==> config.mk <==
export PLATFORM = sky130hd
export DESIGN_NAME = core_control_regs_pc_stack
export DESIGN_NICKNAME = d
export VERILOG_FILES = /design/src/rtl/core_ctrl_pkg.sv /design/src/rtl/core_control_regs_pc_stack.sv
export SDC_FILE = /design/constraint.sdc
export NUM_CORES = 1
export LEC_CHECK = 0
export BUFFER_PORTS_ARGS = -buffer_cell sky130_fd_sc_hd__buf_2
export CAP_MARGIN = 40
export CORE_MARGIN = 2
export CORE_UTILIZATION = 30
export DETAILED_ROUTE_END_ITERATION = 8
export GPL_TIMING_DRIVEN = 0
export SYNTH_ARGS = -nofsm -noshare
export SYNTH_HDL_FRONTEND = slang
export SYNTH_SLANG_ARGS = --single-unit
==> constraint.sdc <==
create_clock -name i_clk -period 3.65 [get_ports i_clk]
set_clock_uncertainty 0.2 [all_clocks]
set_input_delay 0 -clock i_clk [delete_from_list [all_inputs] [get_ports i_clk]]
set_output_delay 0 -clock i_clk [all_outputs]
set_load 0.05 [all_outputs]
==> src/rtl/core_ctrl_pkg.sv <==
// Constants shared by the core control register block.
// Assumes a byte-wide register port driven by the core's data memory decoder.
package core_ctrl_pkg;
    // Register offsets in data memory.
    localparam logic [7:0] ADDR_INTERRUPT_CONTROL  = 8'h0b;
    localparam logic [7:0] ADDR_PERIPH_IRQ_FLAGS   = 8'h0c;
    localparam logic [7:0] ADDR_TIMER_PRESCALE_OPT = 8'h81;
    localparam logic [7:0] ADDR_PERIPH_IRQ_ENABLES = 8'h8c;
    localparam logic [7:0] ADDR_POWER_RESET_STATUS = 8'h8e;
    localparam logic [7:0] ADDR_OSCILLATOR_TRIM    = 8'h8f;
    localparam logic [7:0] ADDR_PC_LOW_BYTE        = 8'h02;
    localparam logic [7:0] ADDR_PC_HIGH_LATCH      = 8'h0a;
    // Options register fields.
    localparam int OPT_PULLUP_BIT    = 7;
    localparam int OPT_EDGE_BIT      = 6;
    localparam int OPT_TCS_BIT       = 5;
    localparam int OPT_TSE_BIT       = 4;
    localparam int OPT_ASSIGN_BIT    = 3;
    // Interrupt control fields.
    localparam int IC_GIE_BIT  = 7;
    localparam int IC_PERIPH_IRQ_ENABLE_BIT = 6;
    localparam int IC_TIE_BIT  = 5;
    localparam int IC_EIE_BIT  = 4;
    localparam int IC_PIE_BIT  = 3;
    localparam int IC_TIF_BIT  = 2;
    localparam int IC_EIF_BIT  = 1;
    localparam int IC_PIF_BIT  = 0;
    // Peripheral, power and trim fields.
    localparam int CONV_DONE_BIT   = 6;
    localparam int POR_STATUS_BIT  = 1;
    localparam int TRIM_FASTER_BIT = 3;
    localparam int TRIM_SLOWER_BIT = 2;
    // Reset values.
    localparam logic [7:0] RST_OPTIONS   = 8'hff;
    localparam logic [7:0] RST_INTCTL    = 8'h00;
    localparam logic [7:0] RST_TRIM      = 8'h70;
    localparam logic [7:0] MASK_TRIM     = 8'hfc;
    // Program counter geometry.
    localparam int PC_WIDTH    = 13;
    localparam int STACK_DEPTH = 8;
    // Stack operations requested by the instruction sequencer.
    typedef enum logic [1:0] {STK_NONE, STK_PUSH, STK_POP} stack_op_type;
endpackage

==> src/rtl/core_control_regs_pc_stack.sv <==
// Core control registers, program counter and return stack.
// Assumes the sequencer gives one-cycle strobes and a single instruction clock.
// Assumes the data memory decoder never raises write and read strobes together.
// Assumes event inputs (timer overflow, conversion done) are one-cycle pulses.
// Assumes pin inputs are already synchronous to the instruction clock.
// The timer, watchdog, converter and oscillator themselves live elsewhere;
// this block only holds their controls and collects their events.
module core_control_regs_pc_stack
    import core_ctrl_pkg::*;
#(
    parameter int DEPTH = STACK_DEPTH
) (
    input  wire logic                i_clk,
    input  wire logic                i_rstn,
    input  wire logic                i_por_pulse,
    input  wire logic [7:0]          i_addr,
    input  wire logic [7:0]          i_wdata,
    input  wire logic                i_wr,
    input  wire logic                i_rd,
    output logic      [7:0]          o_rdata,
    input  wire logic                i_pc_inc,
    input  wire logic                i_jump,
    input  wire logic [10:0]         i_jump_target,
    input  wire logic                i_vector,
    input  wire logic [PC_WIDTH-1:0] i_vector_addr,
    input  wire stack_op_type        i_stack_op,
    output logic      [PC_WIDTH-1:0] o_pc,
    input  wire logic                i_timer_overflow,
    input  wire logic                i_ext_pin,
    input  wire logic [2:0]          i_port_pins,
    input  wire logic                i_conv_done,
    output logic                     o_irq,
    output logic                     o_pullup_en,
    output logic                     o_ext_irq_edge_sel,
    output logic                     o_timer_clock_source_sel,
    output logic                     o_timer_source_edge_sel,
    output logic                     o_prescaler_assign,
    output logic      [8:0]          o_timer_divide,
    output logic      [7:0]          o_watchdog_divide,
    output logic      [3:0]          o_trim_fine,
    output logic      [1:0]          o_trim_step
);

    ////////////////////////////////////////////////////////////////////////////
    // Register storage.
    logic [7:0]          options_reg;     // Prescale and edge options.
    logic [7:0]          intctl_reg;      // Enables and core flags.
    logic                conv_flag_reg;   // Converter done flag.
    logic                conv_en_reg;     // Converter done enable.
    logic                por_status_reg;  // Power-on reset status.
    logic [7:0]          trim_reg;        // Oscillator trim.
    logic [4:0]          pc_latch_reg;    // Upper counter holding latch.
    logic [PC_WIDTH-1:0] pc_reg;          // Program counter.
    logic [PC_WIDTH-1:0] stack_reg [DEPTH];
    logic [$clog2(DEPTH)-1:0] sp_reg;     // Hidden stack pointer.
    logic                ext_pin_reg;     // Previous pin level.
    logic [2:0]          port_prev_reg;   // Previous port levels.
    logic                init_reg;        // History registers hold valid data.

    // Write decode helpers.
    // Two flag registers need a decoded write because a hardware set must be
    // merged into the same update rather than losing the race to software.
    logic wr_ic;
    logic wr_pf;
    assign wr_ic = i_wr && (i_addr == ADDR_INTERRUPT_CONTROL);
    assign wr_pf = i_wr && (i_addr == ADDR_PERIPH_IRQ_FLAGS);

    ////////////////////////////////////////////////////////////////////////////
    // Options register and the controls it drives.
    always_ff @(posedge i_clk or negedge i_rstn) begin
        if (!i_rstn) begin
            options_reg <= RST_OPTIONS;
        end else if (i_wr && i_addr == ADDR_TIMER_PRESCALE_OPT) begin
            options_reg <= i_wdata;
        end
    end

    assign o_pullup_en              = ~options_reg[OPT_PULLUP_BIT];
    assign o_ext_irq_edge_sel       = options_reg[OPT_EDGE_BIT];
    assign o_timer_clock_source_sel = options_reg[OPT_TCS_BIT];
    assign o_timer_source_edge_sel  = options_reg[OPT_TSE_BIT];
    assign o_prescaler_assign       = options_reg[OPT_ASSIGN_BIT];
    // divide ratios; the unassigned user sees 1:1.
    assign o_timer_divide    = options_reg[OPT_ASSIGN_BIT] ? 9'h001 : (9'h002 << options_reg[2:0]);
    assign o_watchdog_divide = options_reg[OPT_ASSIGN_BIT] ? (8'h01 << options_reg[2:0]) : 8'h01;

    ////////////////////////////////////////////////////////////////////////////
    // Event detection: edges on the pins, compared with last cycle's levels.
    logic ext_edge;
    logic port_change;
    assign ext_edge    = init_reg && (options_reg[OPT_EDGE_BIT] ? (i_ext_pin && !ext_pin_reg)
                                                                : (!i_ext_pin && ext_pin_reg));
    assign port_change = init_reg && (i_port_pins != port_prev_reg);

    // Histories start invalid so the first sample after reset raises nothing.
    always_ff @(posedge i_clk or negedge i_rstn) begin
        if (!i_rstn) begin
            ext_pin_reg   <= 1'b0;
            port_prev_reg <= 3'h0;
            init_reg      <= 1'b0;
        end else begin
            ext_pin_reg   <= i_ext_pin;
            port_prev_reg <= i_port_pins;
            init_reg      <= 1'b1;
        end
    end

    ////////////////////////////////////////////////////////////////////////////
    // Interrupt control: a hardware set wins over a software clear.
    logic [2:0] core_set;
    assign core_set = {i_timer_overflow, ext_edge, port_change};

    always_ff @(posedge i_clk or negedge i_rstn) begin
        if (!i_rstn) begin
            intctl_reg <= RST_INTCTL;
        end else begin
            if (wr_ic) begin
                intctl_reg <= i_wdata | {5'h00, core_set};
            end else begin
                intctl_reg[2:0] <= intctl_reg[2:0] | core_set;
            end
        end
    end

    always_ff @(posedge i_clk or negedge i_rstn) begin
        if (!i_rstn) begin
            conv_flag_reg <= 1'b0;
            conv_en_reg   <= 1'b0;
        end else begin
            conv_flag_reg <= (wr_pf ? i_wdata[CONV_DONE_BIT] : conv_flag_reg) | i_conv_done;
            if (i_wr && i_addr == ADDR_PERIPH_IRQ_ENABLES) begin
                conv_en_reg <= i_wdata[CONV_DONE_BIT];
            end
        end
    end

    // Interrupt request to the core; is left to software.
    logic core_req;
    logic periph_req;
    assign core_req   = |(intctl_reg[5:3] & intctl_reg[2:0]);
    assign periph_req = intctl_reg[IC_PERIPH_IRQ_ENABLE_BIT] && conv_en_reg && conv_flag_reg;
    assign o_irq      = intctl_reg[IC_GIE_BIT] && (core_req || periph_req);

    ////////////////////////////////////////////////////////////////////////////
    // Power status: the power-on pulse or a software write of zero clears it; other resets keep it.
    // power-on clears status
    always_ff @(posedge i_clk) begin
        if (i_por_pulse) begin
            por_status_reg <= 1'b0;
        end else if (i_wr && i_addr == ADDR_POWER_RESET_STATUS) begin
            por_status_reg <= i_wdata[POR_STATUS_BIT];
        end
    end

    always_ff @(posedge i_clk or negedge i_rstn) begin
        if (!i_rstn) begin
            trim_reg <= RST_TRIM;
        end else if (i_wr && i_addr == ADDR_OSCILLATOR_TRIM) begin
            trim_reg <= i_wdata & MASK_TRIM;
        end
    end

    // faster has precedence; step is +1 (01), -1 (10) or none.
    assign o_trim_fine = trim_reg[7:4];
    assign o_trim_step = trim_reg[TRIM_FASTER_BIT] ? 2'h1 :
                         (trim_reg[TRIM_SLOWER_BIT] ? 2'h2 : 2'h0);

    ////////////////////////////////////////////////////////////////////////////
    // Program counter and latch.
    always_ff @(posedge i_clk or negedge i_rstn) begin
        if (!i_rstn) begin
            pc_latch_reg <= 5'h00;
        end else if (i_wr && i_addr == ADDR_PC_HIGH_LATCH) begin
            pc_latch_reg <= i_wdata[4:0];
        end
    end

    // Page bits used by jumps, kept apart so the checks can look back at them.
    logic [1:0] jump_page;
    assign jump_page = pc_latch_reg[4:3];

    // Priority: reset, vector, return, low-byte write, jump, increment.
    // The sequencer should never ask for two of these in one cycle; if it does,
    // the order below decides and the lower requests are simply dropped.
    always_ff @(posedge i_clk or negedge i_rstn) begin
        if (!i_rstn) begin
            pc_reg <= '0;
        end else if (i_vector) begin
            pc_reg <= i_vector_addr;
        end else if (i_stack_op == STK_POP) begin
            pc_reg <= stack_reg[sp_reg - 1'b1];
        end else if (i_wr && i_addr == ADDR_PC_LOW_BYTE) begin
            pc_reg <= {pc_latch_reg, i_wdata};
        end else if (i_jump) begin
            pc_reg <= {pc_latch_reg[4:3], i_jump_target};
        end else if (i_pc_inc) begin
            pc_reg <= pc_reg + 1'b1;
        end
    end
    assign o_pc = pc_reg;

    ////////////////////////////////////////////////////////////////////////////
    // Return stack; the pointer wraps naturally at its width.
    // DEPTH must be a power of two, otherwise the wrap would skip entries.
    // A pop on an empty stack returns whatever the ring held; nothing reports it.
    // push on call or vector
    always_ff @(posedge i_clk or negedge i_rstn) begin
        if (!i_rstn) begin
            sp_reg <= '0;
        end else if (i_stack_op == STK_PUSH) begin
            sp_reg <= sp_reg + 1'b1;
        end else if (i_stack_op == STK_POP) begin
            sp_reg <= sp_reg - 1'b1;
        end
    end

    // The pushed value is the return address supplied by the counter now.
    genvar g;
    generate
        for (g = 0; g < DEPTH; g++) begin : g_stack
            always_ff @(posedge i_clk) begin
                if (i_stack_op == STK_PUSH && sp_reg == g) begin
                    stack_reg[g] <= pc_reg;
                end
            end
        end
    endgenerate

    ////////////////////////////////////////////////////////////////////////////
    // Read port: data stand one cycle after the strobe; unmapped reads zero.
    // unimplemented bits zero
    always_ff @(posedge i_clk or negedge i_rstn) begin
        if (!i_rstn) begin
            o_rdata <= 8'h00;
        end else if (i_rd) begin
            unique case (i_addr)
                ADDR_INTERRUPT_CONTROL:  o_rdata <= intctl_reg;
                ADDR_PERIPH_IRQ_FLAGS:   o_rdata <= {1'b0, conv_flag_reg, 6'h00};
                ADDR_TIMER_PRESCALE_OPT: o_rdata <= options_reg;
                ADDR_PERIPH_IRQ_ENABLES: o_rdata <= {1'b0, conv_en_reg, 6'h00};
                ADDR_POWER_RESET_STATUS: o_rdata <= {6'h00, por_status_reg, 1'b0};
                ADDR_OSCILLATOR_TRIM:    o_rdata <= trim_reg;
                ADDR_PC_LOW_BYTE:        o_rdata <= pc_reg[7:0];
                ADDR_PC_HIGH_LATCH:      o_rdata <= {3'h0, pc_latch_reg};
                default:                 o_rdata <= 8'h00;
            endcase
        end else begin
            o_rdata <= 8'h00;
        end
    end

    ////////////////////////////////////////////////////////////////////////////
    // Checks.
    // Each check watches state or outputs that this block drives itself.

    // External edge must land in its flag, even beside a software write.
    a_ext_flag_set: assert property (@(posedge i_clk) disable iff (!i_rstn)
        ext_edge |=> intctl_reg[IC_EIF_BIT])
        else $error("edge flag not set");

    // Any change on the watched port pins must land in its flag.
    a_port_flag_set: assert property (@(posedge i_clk) disable iff (!i_rstn)
        port_change |=> intctl_reg[IC_PIF_BIT])
        else $error("change flag not set");

    // A set timer flag stays set until software writes the register.
    a_timer_flag_hold: assert property (@(posedge i_clk) disable iff (!i_rstn)
        (intctl_reg[IC_TIF_BIT] && !wr_ic) |=> intctl_reg[IC_TIF_BIT])
        else $error("timer flag lost");

    // A set conversion flag stays set until software writes the register.
    a_conv_flag_hold: assert property (@(posedge i_clk) disable iff (!i_rstn)
        (conv_flag_reg && !wr_pf) |=> conv_flag_reg)
        else $error("conv flag lost");

    // The power-on marker clears the status bit at the next edge.
    a_por_clear: assert property (@(posedge i_clk) disable iff (!i_rstn)
        i_por_pulse |=> !por_status_reg)
        else $error("status not cleared");

    // Only one user of the prescaler may see a division other than 1:1.
    a_one_owner: assert property (@(posedge i_clk) disable iff (!i_rstn)
        (o_timer_divide == 9'h001) || (o_watchdog_divide == 8'h01))
        else $error("prescaler shared");

    // A jump takes only the two page bits of the latch.
    a_pc_jump: assert property (@(posedge i_clk) disable iff (!i_rstn)
        (i_jump && !i_vector && i_stack_op != STK_POP && !(i_wr && i_addr == ADDR_PC_LOW_BYTE))
        |=> o_pc == {$past(jump_page), $past(i_jump_target)})
        else $error("jump target wrong");

    // A plain step adds one to the counter.
    a_pc_step: assert property (@(posedge i_clk) disable iff (!i_rstn)
        (i_pc_inc && !i_jump && !i_vector && i_stack_op != STK_POP && !(i_wr && i_addr == ADDR_PC_LOW_BYTE))
        |=> o_pc == $past(pc_reg) + 13'h0001)
        else $error("pc step wrong");

    // Push and pop leave the high latch alone.
    a_latch_untouched: assert property (@(posedge i_clk) disable iff (!i_rstn)
        (i_stack_op != STK_NONE && !(i_wr && i_addr == ADDR_PC_HIGH_LATCH)) |=> $stable(pc_latch_reg))
        else $error("latch moved by stack");

    // Read data is zero whenever no read was taken on the previous edge.
    a_rdata_idle: assert property (@(posedge i_clk) disable iff (!i_rstn)
        !i_rd |=> o_rdata == 8'h00)
        else $error("read data not idle");

    // Unimplemented status bits always read as zero.
    a_status_unimpl: assert property (@(posedge i_clk) disable iff (!i_rstn)
        (i_rd && i_addr == ADDR_POWER_RESET_STATUS) |=> (o_rdata[7:2] == 6'h00 && !o_rdata[0]))
        else $error("status spare bits set");

    a_flag_set_wins: assert property (@(posedge i_clk) disable iff (!i_rstn)
        i_timer_overflow |=> intctl_reg[IC_TIF_BIT])
        else $error("timer flag not set");
    a_conv_flag_set: assert property (@(posedge i_clk) disable iff (!i_rstn)
        i_conv_done |=> conv_flag_reg)
        else $error("conv flag not set");
    a_global_gate: assert property (@(posedge i_clk) disable iff (!i_rstn)
        !intctl_reg[IC_GIE_BIT] |-> !o_irq)
        else $error("irq while global off");
    a_periph_gate: assert property (@(posedge i_clk) disable iff (!i_rstn)
        (o_irq && !core_req) |-> intctl_reg[IC_PERIPH_IRQ_ENABLE_BIT])
        else $error("periph irq ungated");
    a_pc_low_write: assert property (@(posedge i_clk) disable iff (!i_rstn)
        (i_wr && i_addr == ADDR_PC_LOW_BYTE && !i_vector && i_stack_op != STK_POP)
        |=> o_pc == {$past(pc_latch_reg), $past(i_wdata)})
        else $error("pc load wrong");
    a_stack_return: assert property (@(posedge i_clk) disable iff (!i_rstn)
        (i_stack_op == STK_PUSH && !i_vector) ##1 (i_stack_op == STK_POP && !i_vector)
        |=> o_pc == $past(pc_reg, 2))
        else $error("return address wrong");
    a_pullup_polar: assert property (@(posedge i_clk) disable iff (!i_rstn)
        o_pullup_en != options_reg[OPT_PULLUP_BIT])
        else $error("pullup polarity");
    a_trim_prio: assert property (@(posedge i_clk) disable iff (!i_rstn)
        trim_reg[TRIM_FASTER_BIT] |-> o_trim_step == 2'h1)
        else $error("trim priority");
    a_pc_reset: assert property (@(posedge i_clk)
        $rose(i_rstn) |-> o_pc == '0)
        else $error("pc not cleared");
endmodule

# After elaboration in Yosys (flattened, before gate mapping)

Memory sizes are Yosys's and may differ from the RTL's.
Cells that the tools add are included.

Add/subtract/negate cells: 3
Equal/unequal tests: 18
Shift operators: 2
Muxes and demuxes: 53
Bitwise operators: 5
Reduce and logical (&&, ||, !) cells: 37

Operators by type and width:

| kind                    | count |
|---|---|
| $mux W13                | 12 |
| $reduce_or A13 Y1       | 7 |
| $pmux W8 S8             | 1 |
| $eq A8 B8 Y1 const B    | 4 |
| $mux W3                 | 10 |
| $mux W1                 | 25 |
| $eq A8 B4 Y1 const B    | 3 |
| $logic_and A1 B1 Y1     | 23 |
| $mux W8                 | 2 |
| $add A13 B1 Y13 const B | 1 |
| $eq A3 B3 Y1 const B    | 4 |
| $mux W9                 | 1 |
| $shl A2 B3 Y9 const A   | 1 |
| $eq A8 B2 Y1 const B    | 1 |
| $or A8 B3 Y8            | 1 |
| $shl A1 B3 Y8 const A   | 1 |
| $eq A3 B2 Y1 const B    | 2 |
| $reduce_bool A5 Y1      | 1 |
| $mux W2                 | 2 |
| $add A3 B1 Y3 const B   | 1 |
| $and A3 B3 Y3           | 1 |
| $eq A3 B1 Y1 const B    | 1 |
| $logic_not A3 Y1        | 1 |
| $ne A3 B3 Y1            | 1 |
| other kinds (10)        | 11 |

Bits in registers: 59
Memory bits (writable): 104
Bits of input ports: 56
Output and inout bits: 50
Word-level logic and storage cells: 133
Memories kept: 1

Memories:

| name      | depth | bits a word | rd ports | clocked after memory_dff | wr ports | RTL line                         | text |
|---|---|---|---|---|---|---|---|
| stack_reg | 8     | 13          | 1        | 0                        | 1        | core_control_regs_pc_stack.sv:54 | `logic [PC_WIDTH-1:0] stack_reg [DEPTH];` |

# Depth between registers and ports, before layout

Gate-level depths: netlist (run 1).

Word-level depth: 12
Depth in mapped cells: 11
Mapped depth without buffers: 8

# Worst setup path before layout (run 1)

Ideal clock, no wire load.

Kind: register to register
From: reg sp_reg[0]
To: reg pc_reg[5] (netlist: o_pc[5])
Library setup time: 0.126 ns
Arrival: 2.507 ns
Data required time: 3.324 ns
Path slack: 0.817 ns
Cell stages (with the launch flop): 10
Buffers on the path: 2
Period minus slack after synthesis: 2.833 ns
Cell sequence: dfrtp_1 -> buf_2 -> buf_2 -> inv_1 -> ha_1 -> xor2_4 -> mux4_1 -> o22ai_1 -> a2111oi_1 -> a221o_1

Cells in the longest elaborated chain, start to end: 4

RTL lines:

| item                     | RTL line                          | text |
|---|---|---|
| start: declaration       | core_control_regs_pc_stack.sv:55  | `logic [$clog2(DEPTH)-1:0] sp_reg;` |
| start signal: assignment | core_control_regs_pc_stack.sv:211 | `sp_reg <= sp_reg + 1'b1;` |
| start signal: assignment | core_control_regs_pc_stack.sv:213 | `sp_reg <= sp_reg - 1'b1;` |
| $sub A3 B1 Y3            | core_control_regs_pc_stack.sv:191 | `pc_reg <= stack_reg[sp_reg - 1'b1];` |
| $mem_v2 Z8 W13           | -                                 |  |
| $mux W13                 | core_control_regs_pc_stack.sv:190 | `end else if (i_stack_op == STK_POP) begin` |
| $mux W13                 | core_control_regs_pc_stack.sv:188 | `end else if (i_vector) begin` |
| end signal: assignment   | core_control_regs_pc_stack.sv:189 | `pc_reg <= i_vector_addr;` |
| end signal: assignment   | core_control_regs_pc_stack.sv:191 |  |
| end signal: assignment   | core_control_regs_pc_stack.sv:193 | `pc_reg <= {pc_latch_reg, i_wdata};` |
| end: declaration         | core_control_regs_pc_stack.sv:53  | `logic [PC_WIDTH-1:0] pc_reg;` |

No other way between the ends.
A chain may end at the register's enable or synchronous reset.

# Worst setup path after layout (run 1)

From: reg sp_reg[0]
To: reg pc_reg[9] (netlist: o_pc[9])

The elaborated chain is that of the path after synthesis.

==> summary.txt, run 1 <==
Floorplan
  • Core area: 24320 µm²
  • Die area: 26070 µm²
  • Starting Density: 0.3059
  • Die H: 161.5 µm
  • Die Wd: 161.5 µm
  • # rows: 57
  • Ports: 106

Clocking
  • Clock transition at the registers of the reported paths: 0.07 ns
  • Clk Latency, worst-skew pair: 0.43 ns
  • # Post-CTS Setup Buffers: 0
  • CTS Sinks: 163
  • Clk root buf: clkbuf_16
  • CTS Buffer Depth: 2
  • H-tree Lvls: 4
  • CTS tree: built
  • Cts bufs inserted: 17

Worst hold path
  • Hold Crit Class: in2async

Layout
  • Max reg flops: 104
  • Area delta synth->final: 28.39%
  • N_diodes: 0
  • Final-layout fill cell count: 2234
  • Area of the multi-input gates: 2614 µm²
  • Share of cells above drive strength 1: 0.2877
  • NumNets Final: 790
  • Post-route cell area: 9552 µm²
  • Register area: 4608 µm²

Worst setup path
  • Worst EP required: 3.76 ns
  • Worst path arrival time: 3.49 ns
  • CP max FO: 10
  • Worst R2R End: o_pc[9]
  • R2R depth: 9
  • Register-to-register setup slack: 0.27 ns
  • Crit end category: flop
  • Worst setup SP type: flop
  • R2R Path Start: sp_reg[0]
  • Crit Path Class: reg2reg

STA
  • Final setup fails: 0
  • Tmin final: 3.381 ns
  • Fin crit share: 0.9263
  • Worst Slack Setup Final: 0.2692 ns
  • RSZ-0062 raised after global routing: no
  • Actual slew at the worst max-slew pin: 0.8889 ns
  • Min Hold Slack: -0.0004823 ns
  • Final Max Slew Viols: 0
  • Slew Limit Headroom: 0.4031
  • Max Clock Freq: 295.8 MHz
  • Setup tns final: 0 ns
  • Hold Fails Final Rpt: 1

Placement
  • Area after DPL: 8401 µm²
  • Worst slack, placed: 0.06698 ns
  • Routability cong.: 0.8568
  • Port bufs: 102
  • Post-DP HPWL: 14.62 mm

Global routing
  • Pin count of the biggest net entering global routing: 35
  • Vias in the first global route: 5357
  • GR Util All Layers: 0.1643
  • First-pass GRT wire length: 31.90 mm
  • Antenna violations before repair: 0
  • GRT overflow: 0

Yosys
  • Dominant synthesized flop cell: edfxtp_1
  • #FFs+latches synth: 163
  • Yosys Warn Count: 0
  • Mapped Nets: 607
  • Post-synth EDFFs: 104
  • Synthesized area per cell: 13.75 µm²
  • Synth cell types: 54
  • Post-synthesis sequential area ratio: 0.6194
  • Asr flop ratio synth: 0.3558
  • Synth Instances: 541
  • Mapped cell area: 7440 µm²

Drt
  • Antenna viol nets, final: 0
  • Vias: 5379
  • DRC: 0
  • TritonRoute pass-1 iters: 6
  • Final wirelength: 21.12 mm
  • Vias per cell: 5.070
  • Avg WL per Cell: 19.91 µm
  • Starting DRT DRC Count: 489

Pwr
  • Max IR drop VDD: 305.9 µV
  • Pwr Total: 0.005881 W
  • Static Leak: 3.749 nW
  • Power Dens Cells: 615.7 nW/µm²

Outcome
  • Failing checks: hold timing
  • Status: finished with violations

Flow run
  • Max Cap Viol: 0
layout by cell type, fill, tap and decap left out, types with 15 or more instances in the layout:
cell           Yosys  routed
a21oi_1           28      28
o21ai_0           16      16
clkbuf_16          0      17
dfrtp_1           47      47
dlygate4sd3_1      0      59
mux2_2            26      26
nor2_1            38      37
buf_2              8     110
mux4_2            19      19
inv_1             15      15
nand2_1           44      44
nand3_1           16      16
clkbuf_1          18      19
edfxtp_1         104     104
stage by stage:
stage	util	cells
6_report	0.3928	1061
5_1_grt	0.3928	1061
4_1_cts	0.3927	1061
3_5_place_dp	0.3454	970
3_3_place_gp	0.3436	967
2_1_floorplan	-	541
cell type report:
type / count / area share
flip-flops and latches: 163 / 0.4824
inverters: 15 / 0.005895
multi-input cells: 329 / 0.2736
clock buffers: 19 / 0.04532
clock inverters: 13 / 0.01323
well taps: 324 / 0.04244
repair buffers: 164 / 0.1197
plain buffers: 34 / 0.01729
what timing repair did:
item | in CTS | in global routing
hold buffers | 59 | 0
hold endpoints to repair | 115 | 0
endpoints found under the setup margin | 0 | 5
resized for setup | 0 | 3
routing by layer:
layer	up-vias	GRT usage	wire length (µm)
li1	2435	-	-
met1	2720	0.2179	9078
met2	196	0.2729	10530
met3	28	0.03236	1165
met4	0	0.05032	342
met5	-	0	0
cells in the mapped netlist, types with 15 or more instances:
cell type	n	area, µm²
mux2_2	26	292.8
edfxtp_1	104	3123
inv_1	15	56.30
clkbuf_1	18	67.56
a21oi_1	28	140.1
mux4_2	19	427.9
nor2_1	38	142.6
dfrtp_1	47	1176
nand2_1	44	165.2
o21ai_0	16	80.08
nand3_1	16	80.08
report_power, final:
part / internal [W] / switching [W] / leakage (nW)
registers: 0.00220 / 0.000181 / 1.65
logic: 0.000756 / 0.00104 / 1.83
clock network: 0.000950 / 0.000753 / 0.267
total: 0.00391 / 0.00197 / 3.75
critical path: stages, from the launching register on:
cell and delay [ns]:
dfrtp_1 0.37, buf_2 0.20, buf_2 0.29, inv_1 0.18
ha_1 0.33, xor2_4 0.41, buf_2 0.41, mux4_2 0.55
a32oi_1 0.21, nand3_1 0.09
cells by family (layout without fill, tap and decap cells):
kind of cell,count (synthesis),count (layout),synth area share
and+or+nand+nor,144,144,0.09267
other,1,1,0.0005041
adders and majority gates,10,10,0.01682
buffers and inverters,49,245,0.02960
AOI/OAI and AO/OA,99,99,0.08914
muxes,56,56,0.1270
xor gates and xnor gates,19,19,0.02489
DFF,163,163,0.6194
how the worst max path moves through the flow:
stage | endpoint | start | cells past startpoint | slack, ns
3_3_place_gp | o_pc[7] | sp_reg[0] | 11 | 0.06
2_1_floorplan | o_pc[5] | sp_reg[0] | 9 | 0.82
5_1_grt | o_pc[9] | sp_reg[0] | 9 | 0.08
6_report | o_pc[9] | sp_reg[0] | 9 | 0.27
4_1_cts | o_pc[7] | sp_reg[0] | 11 | 0.05
3_5_place_dp | o_pc[7] | sp_reg[0] | 11 | 0.07
No activity file was read; power rests on OpenSTA's default activity.
==> run 2: changes to the inputs <==
--- a/config.mk
+++ b/config.mk
@@ -10,7 +10,7 @@
 export CORE_MARGIN = 2
 export CORE_UTILIZATION = 30
 export DETAILED_ROUTE_END_ITERATION = 8
-export GPL_TIMING_DRIVEN = 0
+export GPL_TIMING_DRIVEN = 1
 export SYNTH_ARGS = -nofsm -noshare
 export SYNTH_HDL_FRONTEND = slang
 export SYNTH_SLANG_ARGS = --single-unit
==> run 2 against run 1 <==
The run now ends clean. Clock-buffer cell count down 2. Via count down 1.8%. Wire length down 1.8%. Global-route usage down 0.30 points. Flip-flop and latch count unchanged.
==> summary.txt, run 2 (synthesis gave the netlist of run 1 again) <==
Outcome
  • Status: finished clean

Clocking
  • CTS tree: built
  • CTS Hold Bufs: 58
  • CTS Buffer Depth: 2
  • Cts bufs inserted: 17
  • H-tree Lvls: 4
  • Clk Latency, worst-skew pair: 0.42 ns
  • # Post-CTS Setup Buffers: 0
  • CTS Sinks: 163
  • Clock transition at the registers of the reported paths: 0.07 ns
  • Clk root buf: clkbuf_16
  • Post-cts sizing count: 0

Floorplan
  • Starting Density: 0.3059
  • # rows: 57
  • Die Wd: 161.5 µm
  • Core area: 24320 µm²
  • Die area: 26070 µm²
  • Ports: 106
  • Die H: 161.5 µm

Drt
  • Antenna viol nets, final: 0
  • Avg WL per Cell: 19.98 µm
  • Vias: 5282
  • Vias per cell: 5.089
  • TritonRoute pass-1 iters: 8
  • Final wirelength: 20.74 mm
  • Starting DRT DRC Count: 610
  • DRC: 0

Layout
  • Max reg flops: 104
  • End-of-flow core utilization: 0.3885
  • Area delta synth->final: 26.99%
  • Share of cells above drive strength 1: 0.2899
  • Commonest non-fill, non-tap cell in the layout: buf_2
  • Most frequent cells in the layout: buf_2 (105), edfxtp_1 (104), dlygate4sd3_1 (58)
  • N_diodes: 0
  • Post-route cell area: 9448 µm²
  • NumNets Final: 767

Global routing
  • First-pass GRT wire length: 31.62 mm
  • GR Util All Layers: 0.1613
  • Antenna violations before repair: 0
  • GR Util met3: 0.02619
  • Grt met2 use: 0.2652
  • Pin count of the biggest net entering global routing: 28
  • GRT Max-Usage Layer: met2
  • GRT overflow: 0
  • Vias in the first global route: 5262
  • GR met1 Demand/Resource: 0.2165

Worst setup path
  • Critical path buffers and inverters: 2
  • Cell Chain, Critical Path: inv_1, ha_1, xor2_4, mux4_1, and3_1, a21oi_1, a32oi_1, dlygate4sd3_1
  • Crit end category: flop
  • CP delay by family, top: buffers and inverters
  • Crit Path Class: reg2reg
  • Slowest CP cell: dlygate4sd3_1
  • Worst EP required: 3.75 ns
  • Worst path arrival time: 3.30 ns
  • Worst setup SP type: flop
  • CP max FO: 10
  • Crit path largest cell delay: 0.61 ns

STA
  • Setup tns final: 0 ns
  • Worst Slack Setup Final: 0.4547 ns
  • Actual slew at the worst max-slew pin: 0.8836 ns
  • Slew Limit Headroom: 0.4109
  • Final setup fails: 0
  • Tmin final: 3.195 ns
  • Max Clock Freq: 313.0 MHz
  • Fin crit share: 0.8754
  • Hold Fails Final Rpt: 0
  • Final Max Slew Viols: 0
  • RSZ-0062 raised after global routing: no

Worst hold path
  • Hold Crit Class: in2reg

Pwr
  • Pwr Total: 0.005831 W
  • Static Leak: 3.704 nW
  • Max IR drop VDD: 341.6 µV
  • Power Dens Cells: 617.1 nW/µm²

Placement
  • Worst slack, placed: 0.9313 ns
  • Routability cong.: 0.8574
  • Area after DPL: 8297 µm²
  • Port bufs: 105
  • Post-DP HPWL: 14.25 mm

Flow run
  • Max Cap Viol: 0
[run 2: cell count changes in the layout (fill, tap and decap cells not counted), sizes merged]
cell	before	now
dlygate4sd3	59	58
clkbuf	37	17
buf	121	117
clkinvlp	3	4
clkinv	4	5
[run 2: path summary, 6_finish.rpt]
kind / startpoint / to / slack [ns] / depth (start not counted)
worst max-delay path: sp_reg[1] / o_pc[10] / 0.45 / 8
worst min-delay path: i_vector / o_pc[11] / 0.02 / 4
worst max register to register: sp_reg[1] / o_pc[10] / 0.45 / 8
worst min register to register: init_reg / intctl_reg[1] / 0.33 / 1
max in group asynchronous: i_rstn / o_rdata[2] / 2.30 / 4
min in group asynchronous: i_rstn / options_reg[7] / 0.06 / 2
[run 2: report_power, final]
part | internal, W | total [W] | switching, W
combinational | 0.000775 | 0.00173 | 0.000959
clock | 0.000942 | 0.00168 | 0.000742
sequential | 0.00220 | 0.00241 | 0.000213
[run 2: worst reg2reg max path, delay by kind of cell, from the launching register on]
kind / cells / cell delay [ns]
buffers and inverters: 2 / 0.73
multiplexers: 1 / 0.61
flip-flops: 1 / 0.42
XOR/XNOR: 1 / 0.42
adder cells (fa/ha/maj): 1 / 0.29
AO/OA/AOI/OAI: 2 / 0.23
AND/OR/NAND/NOR: 1 / 0.19
[run 2: metrics by stage]
step	hold WS, ns	cells
2_1_floorplan	-0.4956	541
3_3_place_gp	-0.1052	946
3_5_place_dp	-0.1135	947
4_1_cts	0.009226	1037
5_1_grt	0.03719	1038
6_report	0.02134	1038
[run 2: area by class of cell]
type,instances,area (µm²)
flip-flops and latches,163,4608
clock inverters,15,130.1
multi-input cells,329,2611
repair buffers,175,1211
well taps,324,405.4
inverters,15,56.30
fillers,2304,14870
clock buffers,17,425.4
[run 2: metal layers]
| layer | up-vias | routed length, µm |
|---|---|---|
| met2 | 180 | 10140 |
| met1 | 2683 | 9121 |
| met3 | 23 | 1036 |
| met4 | 0 | 444 |
| li1 | 2396 | - |
| met5 | - | 0 |
